[src/crc_consts.svh]
// Constants of the card reader command logic: offsets, fields, codes.
// Assumes bit n of an instruction or command word is vector bit [n].
`ifndef CRC_CONSTS_SVH
`define CRC_CONSTS_SVH
// Wishbone byte offsets.
`define CRC_ADR_INSTR 8'h00
`define CRC_ADR_INREG 8'h04
// Instruction word fields.
`define CRC_I_OPC 5:0
`define CRC_I_GRP 7:6
`define CRC_I_RSEL 11:8
`define CRC_I_UNIT 15:12
`define CRC_I_CMD 31:16
`define CRC_OPC_OUTCMD 6'h02
`define CRC_OPC_INSTAT 6'h12
`define CRC_OPC_INDATA 6'h32
// Command word fields and kinds.
`define CRC_CW_KIND 1:0
`define CRC_KIND_NOOP 2'h0
`define CRC_KIND_READ 2'h1
`define CRC_KIND_CTRL 2'h2
`define CRC_CW_DCON 2
`define CRC_CW_SCON 3
`define CRC_CW_ENDBLK 4
`define CRC_CW_MODE 5
// Status word bits.
`define CRC_ST_NOERR 0
`define CRC_ST_OVF 1
`define CRC_ST_LDCHK 2
`define CRC_ST_INOP 3
`define CRC_ST_BUSY 7
`define CRC_ST_DRDYN 8
`define CRC_ST_HOPPER 9
`define CRC_ST_HOLD 12
`define CRC_ST_PICKF 13
// Column rows and translated word layout.
`define CRC_ROW12 11
`define CRC_ROW11 10
`define CRC_ROW0 9
`define CRC_ROW9 8
`define CRC_ROW8 7
`define CRC_TR_R12 8
`define CRC_TR_R11 9
`define CRC_TR_R0 10
`define CRC_TR_ENC 13:11
`define CRC_TR_R8 14
`define CRC_TR_R9 15
`define CRC_RES_RSEL 19:16
`define CRC_COLUMNS 7'd80
`define CRC_GROUP_DFLT 2'h0
`define CRC_UNIT_DFLT 4'h5
`endif

[src/crc_pkg.sv]
// Types of the card reader command logic.
// Assumes crc_consts.svh is not needed here; widths are fixed.
package crc_pkg;
   typedef struct packed {
      logic cyc;
      logic stb;
      logic we;
      logic [7:0] adr;
      logic [3:0] sel;
      logic [31:0] dat;
   } crc_wbin_s;
   typedef struct packed {
      logic ack;
      logic [31:0] dat;
   } crc_wbout_s;
   typedef struct packed {
      logic ready;
      logic cardIn;
      logic strobe;
      logic [11:0] col;
      logic lightDark;
      logic inoperable;
      logic hopperEmpty;
      logic pickFail;
      logic hold;
   } crc_rdr_s;
   typedef enum logic [1:0] {
      CARD_IDLE = 2'b00,
      CARD_PICK = 2'b01,
      CARD_READ = 2'b10
   } crc_card_e;
   typedef struct packed {
      crc_rdr_s syncA;
      crc_rdr_s syncB;
      crc_rdr_s prev;
      crc_card_e card;
      logic xferEn;
      logic binMode;
      logic dataReady;
      logic overflow;
      logic ldLatch;
      logic pfLatch;
      logic dataCon;
      logic svcCon;
      logic dataReq;
      logic svcReq;
      logic [6:0] colCount;
      logic [15:0] column;
      logic [31:0] lastInstr;
      logic [31:0] inReg;
      crc_wbout_s wb;
   } crc_state_s;
endpackage

[src/crc_command_logic.sv]
// Card reader command logic: instruction decode, card flow, data and status.
// Assumes a Wishbone classic master on clk and reader pins from outside.
// What this block does
// - Act only on matching group and unit
// - Read bit 2 connects data interrupt
// - Read bit 3 connects service interrupt
// - Read bit 5 picks binary or translate
// - Read command with bit 4 set starts card motion
// - One data interrupt per column
// - Service interrupt at card end, fault
// - Terminate halts transfer, clears data request
// - Terminate with bit 4 raises end-of-block interrupt
// - No-op clears status, applies connect bits
// - No-op bit 3 clear drops service request
// - Data-in delivers current column
// - Binary mode delivers raw punches
// - Translate mode gives eight-bit code
// - Rows one to seven binary encoded
// - Input status returns status word
// - Data ready shown at status bit 8
// - Register I/O mode only
// - Status bit 8 low when column waits
// - Late data-in sets overflow, stops per-column data requests
// - Status bit 7 shows busy
// - Read starts only while reader ready
//
// The Wishbone interface to the registers and the register addresses were left to the implementer.
`timescale 1ns/100ps
`include "crc_consts.svh"
module crc_command_logic #(
   parameter logic [1:0] GROUP = `CRC_GROUP_DFLT,
   parameter logic [3:0] UNIT = `CRC_UNIT_DFLT
) (
   // Clock and reset
   input wire logic clk,
   input wire logic resetn,
   input wire logic icbClear,
   // Wishbone slave
   input wire crc_pkg::crc_wbin_s wbIn,
   output crc_pkg::crc_wbout_s wbOut,
   // Card reader pins
   input wire crc_pkg::crc_rdr_s rdrIn,
   output logic pickCmd,
   // Interrupt requests and their update-queue acknowledges
   input wire logic dataIntAck,
   input wire logic svcIntAck,
   output logic dataIntReq,
   output logic svcIntReq
);
   import crc_pkg::*;

   crc_state_s s_q;
   crc_state_s s_d;

   // ------------------------------------------------------------
   // Helpers
   // ------------------------------------------------------------
   function automatic logic [2:0] rowEncode(input logic [6:0] r);
      logic [2:0] e;
      e = 3'h0;
      for (int i = 0; i < 7; i++)
      begin
         if (r[i])
         begin
            e = 3'(i + 1);
         end
      end
      return e;
   endfunction

   function automatic logic [15:0] formatColumn(input logic bin, input logic [11:0] c);
      logic [15:0] w;
      w = 16'h0000;
      if (bin)
      begin
         w[11:0] = c;
      end
      else
      begin
         w[`CRC_TR_R12] = c[`CRC_ROW12];
         w[`CRC_TR_R11] = c[`CRC_ROW11];
         w[`CRC_TR_R0] = c[`CRC_ROW0];
         w[`CRC_TR_R8] = c[`CRC_ROW8];
         w[`CRC_TR_R9] = c[`CRC_ROW9];
         w[`CRC_TR_ENC] = rowEncode(c[6:0]);
      end
      return w;
   endfunction

   // ------------------------------------------------------------
   // Decode and status
   // ------------------------------------------------------------
   logic taken;
   logic instrWrite;
   logic addrHit;
   logic [15:0] statusWord;
   logic [15:0] cmdWord;
   logic isRead;
   logic isCtrl;
   logic isNoop;
   logic strobeFall;
   logic strobeRise;
   logic cardEnd;
   logic cardStart;
   logic fault;
   logic faultRise;

   always_comb
   begin
      taken = wbIn.cyc && wbIn.stb && !s_q.wb.ack;
      instrWrite = taken && wbIn.we && (wbIn.adr == `CRC_ADR_INSTR) && (&wbIn.sel);
      // The register selector bits 11:8 take no part in this match.
      addrHit = (wbIn.dat[`CRC_I_GRP] == GROUP) && (wbIn.dat[`CRC_I_UNIT] == UNIT);
      cmdWord = wbIn.dat[`CRC_I_CMD];
      isRead = instrWrite && addrHit && (wbIn.dat[`CRC_I_OPC] == `CRC_OPC_OUTCMD)
               && (cmdWord[`CRC_CW_KIND] == `CRC_KIND_READ) && cmdWord[`CRC_CW_ENDBLK];
      isCtrl = instrWrite && addrHit && (wbIn.dat[`CRC_I_OPC] == `CRC_OPC_OUTCMD)
               && (cmdWord[`CRC_CW_KIND] == `CRC_KIND_CTRL);
      isNoop = instrWrite && addrHit && (wbIn.dat[`CRC_I_OPC] == `CRC_OPC_OUTCMD)
               && (cmdWord[`CRC_CW_KIND] == `CRC_KIND_NOOP);
      strobeRise = s_q.syncB.strobe && !s_q.prev.strobe;
      strobeFall = !s_q.syncB.strobe && s_q.prev.strobe;
      cardStart = s_q.syncB.cardIn && !s_q.prev.cardIn;
      cardEnd = !s_q.syncB.cardIn && s_q.prev.cardIn;
      fault = s_q.syncB.lightDark || s_q.syncB.inoperable || s_q.syncB.pickFail;
      faultRise = fault && !(s_q.prev.lightDark || s_q.prev.inoperable || s_q.prev.pickFail);
      statusWord = 16'h0000;
      statusWord[`CRC_ST_OVF] = s_q.overflow;
      statusWord[`CRC_ST_LDCHK] = s_q.ldLatch;
      statusWord[`CRC_ST_INOP] = s_q.syncB.inoperable || s_q.pfLatch;
      statusWord[`CRC_ST_NOERR] = !(s_q.overflow || s_q.ldLatch || statusWord[`CRC_ST_INOP]);
      statusWord[`CRC_ST_BUSY] = (s_q.card != CARD_IDLE);
      statusWord[`CRC_ST_DRDYN] = !s_q.dataReady;
      statusWord[`CRC_ST_HOPPER] = s_q.syncB.hopperEmpty;
      statusWord[`CRC_ST_HOLD] = s_q.syncB.hold;
      statusWord[`CRC_ST_PICKF] = s_q.pfLatch;
   end

   // ------------------------------------------------------------
   // Next state
   // ------------------------------------------------------------
   always_comb
   begin
      logic rdInstr;
      logic dataEvt;
      logic svcEvt;
      crc_wbout_s wbNext;
      rdInstr = 1'b0;
      dataEvt = 1'b0;
      svcEvt = 1'b0;
      wbNext = '0;
      s_d = s_q;
      // Pins pass two flip-flops; prev holds the second stage's last value.
      s_d.syncA = rdrIn;
      s_d.syncB = s_q.syncA;
      s_d.prev = s_q.syncB;
      if (s_q.syncB.lightDark)
      begin
         s_d.ldLatch = 1'b1;
      end
      if (s_q.syncB.pickFail)
      begin
         s_d.pfLatch = 1'b1;
      end

      // Bus answer.
      s_d.wb.ack = taken;
      s_d.wb.dat = 32'h0000_0000;
      if (taken && !wbIn.we)
      begin
         if (wbIn.adr == `CRC_ADR_INSTR)
         begin
            s_d.wb.dat = s_q.lastInstr;
         end
         else if (wbIn.adr == `CRC_ADR_INREG)
         begin
            s_d.wb.dat = s_q.inReg;
         end
      end
      if (instrWrite)
      begin
         s_d.lastInstr = wbIn.dat;
      end

      // Card flow.
      case (s_q.card)
         CARD_IDLE:
         begin
            if (isRead && s_q.syncB.ready)
            begin
               s_d.card = CARD_PICK;
               s_d.xferEn = 1'b1;
               s_d.colCount = 7'd0;
               s_d.overflow = 1'b0;
            end
         end
         CARD_PICK:
         begin
            if (cardStart)
            begin
               s_d.card = CARD_READ;
            end
         end
         CARD_READ:
         begin
            if (cardEnd)
            begin
               s_d.card = CARD_IDLE;
               s_d.xferEn = 1'b0;
               svcEvt = 1'b1;
               if (s_q.dataReady)
               begin
                  s_d.overflow = 1'b1;
               end
            end
         end
         default:
         begin
            s_d.card = CARD_IDLE;
         end
      endcase
      if (isRead && s_q.syncB.ready && (s_q.card == CARD_IDLE))
      begin
         s_d.dataCon = cmdWord[`CRC_CW_DCON];
         s_d.svcCon = cmdWord[`CRC_CW_SCON];
         s_d.binMode = cmdWord[`CRC_CW_MODE];
      end

      // Column transfer: a waiting column at the next strobe is overflow.
      if (strobeRise && s_q.dataReady && (s_q.card == CARD_READ))
      begin
         s_d.overflow = 1'b1;
      end
      if (strobeFall && s_q.xferEn && !s_q.overflow && !s_d.overflow
          && (s_q.colCount < `CRC_COLUMNS))
      begin
         s_d.dataReady = 1'b1;
         s_d.colCount = s_q.colCount + 7'd1;
         s_d.column = formatColumn(s_q.binMode, s_q.syncB.col);
         dataEvt = 1'b1;
      end

      // Input instructions; register I/O only, no direct memory path.
      if (instrWrite && addrHit && (wbIn.dat[`CRC_I_OPC] == `CRC_OPC_INDATA))
      begin
         rdInstr = 1'b1;
         s_d.inReg = {12'h000, wbIn.dat[`CRC_I_RSEL], s_q.column};
         // A column taken in this same cycle stays ready rather than being lost.
         s_d.dataReady = dataEvt;
      end
      if (instrWrite && addrHit && (wbIn.dat[`CRC_I_OPC] == `CRC_OPC_INSTAT))
      begin
         s_d.inReg = {12'h000, wbIn.dat[`CRC_I_RSEL], statusWord};
      end

      // Terminate and end of block.
      if (isCtrl && cmdWord[`CRC_CW_MODE])
      begin
         s_d.xferEn = 1'b0;
         s_d.dataReady = 1'b0;
         s_d.dataReq = 1'b0;
         if (cmdWord[`CRC_CW_ENDBLK])
         begin
            dataEvt = 1'b1;
         end
      end

      // No-op clears overflow, the light-dark and pick-fail latches and data ready.
      if (isNoop)
      begin
         s_d.overflow = 1'b0;
         // A fault still present at the clear keeps its latch set.
         s_d.ldLatch = s_q.syncB.lightDark;
         s_d.pfLatch = s_q.syncB.pickFail;
         s_d.dataReady = 1'b0;
         s_d.dataCon = cmdWord[`CRC_CW_DCON];
         s_d.svcCon = cmdWord[`CRC_CW_SCON];
      end

      if (s_q.card == CARD_IDLE && !isRead && !rdInstr && !cardEnd)
      begin
         s_d.dataReady = 1'b0;
      end

      if (faultRise)
      begin
         svcEvt = 1'b1;
      end

      // Requests: acknowledge clears, a new event in the same cycle wins.
      if (dataIntAck)
      begin
         s_d.dataReq = 1'b0;
      end
      if (svcIntAck)
      begin
         s_d.svcReq = 1'b0;
      end
      if (!s_d.dataCon)
      begin
         s_d.dataReq = 1'b0;
      end
      else if (dataEvt)
      begin
         s_d.dataReq = 1'b1;
      end
      if (!s_d.svcCon)
      begin
         s_d.svcReq = 1'b0;
      end
      else if (svcEvt)
      begin
         s_d.svcReq = 1'b1;
      end

      if (icbClear)
      begin
         wbNext = s_d.wb;
         s_d = '0;
         s_d.syncA = rdrIn;
         s_d.syncB = s_q.syncA;
         s_d.prev = s_q.syncB;
         s_d.wb = wbNext;
      end
   end

   // ------------------------------------------------------------
   // State register
   // ------------------------------------------------------------
   always_ff @(posedge clk or negedge resetn)
   begin
      if (!resetn)
      begin
         s_q <= '0;
      end
      else
      begin
         s_q <= s_d;
      end
   end

   always_comb
   begin
      wbOut = s_q.wb;
      // Only the pick state has code bit 0 set, so the pin is a flip-flop itself.
      pickCmd = s_q.card[0];
      dataIntReq = s_q.dataReq;
      svcIntReq = s_q.svcReq;
   end
endmodule // crc_command_logic

[config.mk]
export PLATFORM = sky130hd
export DESIGN_NAME = crc_command_logic
export DESIGN_NICKNAME = d
export VERILOG_FILES = /design/src/crc_pkg.sv /design/src/crc_command_logic.sv
export VERILOG_INCLUDE_DIRS = /design/src
export SDC_FILE = /design/constraint.sdc
export NUM_CORES = 1
export LEC_CHECK = 0
export ABC_AREA = 1
export BUFFER_PORTS_ARGS = -buffer_cell sky130_fd_sc_hd__buf_4
export CAP_MARGIN = 30
export CORE_ASPECT_RATIO = 0.8
export CORE_UTILIZATION = 39
export CTS_BUF_LIST = sky130_fd_sc_hd__clkbuf_8
export CTS_CLUSTER_SIZE = 24
export DETAILED_ROUTE_END_ITERATION = 7
export PLACE_DENSITY = 0.58
export SYNTH_ARGS = -nofsm -noshare
export SYNTH_HDL_FRONTEND = slang
export SYNTH_SLANG_ARGS = --single-unit
[constraint.sdc]
create_clock -name clk -period 1.7 [get_ports clk]
set_input_delay 0.085 -clock clk [delete_from_list [all_inputs] [get_ports clk]]
set_output_delay 0.085 -clock clk [all_outputs]
set_load 0.02 [all_outputs]
==> impl_metrics.ini <==
[worst_setup_path]
critPathMaxStageDelay_ps = 400
path_depth = 11
critical_path_class = register to register
crit_family = simple AND/OR/NAND/NOR gates
r2r_cells = 11
critical_path_arrival_ps = 2020
critPathLaunchType = register
cp_data_required_time_ps = 2050
critPathMaxFanout = 7
path_buf_inv = 3
crit_chain = inv_2 -> nand3_4 -> nor2_4 -> nand3_4 -> nor2_4 -> nand4_4 -> buf_4 -> nand2_1 -> inv_2 -> nand3_1 -> nand2_1
end_kind = register
slowest_stage = dfrtp_1

[final_layout]
area_growth_pct = 30.1
multi_input_area_um2 = 2020
diodes = 0
fill_cells = 1561
finalNetCount = 950
fin_cells = 1115
seq_area_um2 = 4130
final_common_cell = dfrtp_1
final_util_pct = 51.8
final_cell_mix = dfrtp_1, buf_4, inv_1
drive_above_1_share_pct = 23.4

[power]
p_total_mw = 7.78
sw_frac_of_total_pct = 25.8
combPwrFrac_pct = 10.7
power_report.internal_total_mw = 5.78
power.switching_mw = 2.01
leakage_nw = 4.41
seq_power_share_pct = 53.0
vdd_ir_drop_max_v = 0.000651
clkPwrFrac_pct = 36.3
power_density_nw_per_um2 = 867

[timing]
whs_ps = 59.7
hold_violations = 0
post-route-period-util_pct = 98.3
finalCriticalPeriod_ps = 1670
final-setup-viol-count = 0
worst_slack_ps = 29.3
worst_pin_slew_ps = 632
clock_skew_ps = 11.0
slew_headroom_pct = 57.8
rsz0062_at_grt = yes
maxSlewViolCount = 0
fmax_mhz = 599

[placement]
dp_slack_ps = -106
gp_congestion = 0.839
port_buffers = 107
dp.cells = 1023
hpwl_um = 11000

[global_routing]
grtUsageMet3_pct = 4.51
grt_pass1_vias = 5168
gr-max-usage-layer = met2
grt_max_degree = 47
grtUsageTotal_pct = 18.4
antenna_found_initial = 0
gr-usage-met1_pct = 25.7
met2_usage_pct = 28.3
grt_pass1_wl_um = 25700
grt-ovfl-total = 0

[synthesis]
syn_inst = 724
synth_seq_area_share_pct = 59.8
syn_avg_cell_area_um2 = 9.53
ys_seq_elements = 165
ys_warn_count = 0
synth_nets = 797
syn_area_um2 = 6900
synth.distinct_cells = 38

[detailed_routing]
drc = 0
wl_per_cell_um = 14.5
ant_nets = 0
vias_per_cell = 4.74
wl_um = 16100
first_pass_iters = 4
vias = 5289
drt_iter0_markers = 273

[clocking]
clkLatencyLatePin_ps = 460
htree_levels = 4
cts.sinks = 165
cts_buffer_depth = 2
cts_tree = built
clockRootBuffer = clkbuf_8
cts_buffers = 17
clkTransAtPathRegs_ps = 90

[floorplan]
start_util_pct = 39.8
pin_count = 108
die_area_um2 = 18200
die_w_um = 151
rows = 43
fp.dieH_um = 121
core_um2 = 17300

[min_path]
whs_path_depth = 6
hp-class = input port to register

[flow_run]
maxCapViolCount = 0

[outcome]
status = completed
==> final cells by class <==
cell class | instances | area share (%)
clock buffers | 18 | 2.76
clock inverters | 14 | 1.69
inverters | 123 | 5.15
multi-input cells | 376 | 22.6
flip-flops and latches | 165 | 46.0
well taps | 225 | 3.14
repair buffers | 194 | 18.7
==> worst register-to-register path: stages (launching register included) <==
cell,delay (ps)
dfrtp_1,400
inv_2,70
nand3_4,80
nor2_4,130
nand3_4,110
nor2_4,140
nand4_4,150
buf_4,190
nand2_1,70
inv_2,70
nand3_1,90
nand2_1,50
==> final timing paths <==
path                                  from         end  slack, ps
worst max-delay path             wbOut[32]    s_q[114]         30
worst min-delay path            dataIntAck  dataIntReq         60
worst max register to register   wbOut[32]    s_q[114]         30
worst min register to register    s_q[177]    s_q[157]        350
max in group asynchronous           resetn    s_q[161]        990
min in group asynchronous           resetn   wbOut[26]         70
==> layer usage <==
metal / part of all wire, % / vias up
met3: 5.1 / 14
met4: 1.4 / 0
met1: 48 / 2548
met5: 0 / -
met2: 46 / 138
li1: - / 2589
==> sequential cells by signal, indices dropped and copies added (netlist names) <==
name        cells
s_q           129
wbOut          33
dataIntReq      1
pickCmd         1
svcIntReq       1
==> metrics by stage <==
step / instance area (um^2) / setup TNS (ps)
after floorplan: 6900 / 0
after global placement: 7870 / -1450
after detailed placement: 7870 / -2570
after CTS: 8860 / 0
after global routing: 8970 / -1110
final: 8970 / 0
==> power groups by stage <==
stage          sequential, mW  combinational [mW]  clock [mW]
2_1_floorplan            4.19               0.320           0
3_5_place_dp             4.20               0.707           0
3_3_place_gp             4.20               0.690           0
6_report                 4.12               0.830        2.83
5_1_grt                  4.14               0.926        3.09
4_1_cts                  4.13               0.817        2.90
==> synthesized netlist by cell type <==
library cell | number | area [um^2]
a211oi_1 | 8 | 60.1
a21oi_1 | 9 | 45.0
a21oi_2 | 2 | 17.5
a22o_1 | 1 | 8.76
a31oi_1 | 1 | 6.26
buf_1 | 5 | 18.8
buf_2 | 2 | 10.0
buf_4 | 36 | 270
buf_6 | 2 | 22.5
clkbuf_1 | 16 | 60.1
clkinv_1 | 1 | 3.75
dfrtp_1 | 165 | 4130
ha_1 | 1 | 12.5
inv_1 | 119 | 447
inv_2 | 3 | 11.3
nand2_1 | 107 | 402
nand2_2 | 3 | 18.8
nand2_4 | 3 | 33.8
nand2b_1 | 2 | 12.5
nand3_1 | 55 | 275
nand3_4 | 1 | 17.5
nand3b_1 | 2 | 15.0
nand4_1 | 26 | 163
nand4_4 | 1 | 21.3
nor2_1 | 46 | 173
nor2_2 | 4 | 25.0
nor2_4 | 2 | 22.5
nor2_8 | 1 | 20.0
nor3_1 | 16 | 80.1
nor3b_1 | 1 | 7.51
nor4_1 | 1 | 6.26
o211ai_1 | 1 | 7.51
o21ai_0 | 40 | 200
o21ai_2 | 3 | 26.3
o22ai_1 | 30 | 188
or2_2 | 3 | 18.8
xnor2_1 | 1 | 8.76
xor2_1 | 4 | 35.0
==> what timing repair did <==
item,in CTS,in global routing
endpoints found under the setup margin,47,51
hold endpoints to repair,225,0
gates resized for setup,5,19
pin swaps,1,4
cloned,0,2
hold buffers,57,0
buffers inserted,0,1
==> logic make-up after synthesis <==
family                     count (synthesis)  synth area share [%]
AOI/OAI and AO/OA                         95                  8.11
buffers and inverters                    184                  12.2
xor gates and xnor gates                   5                 0.635
DFF                                      165                  59.8
and+or+nand+nor                          274                  19.0
adders and majority gates                  1                 0.181
(Power assumes the default switching activity.)
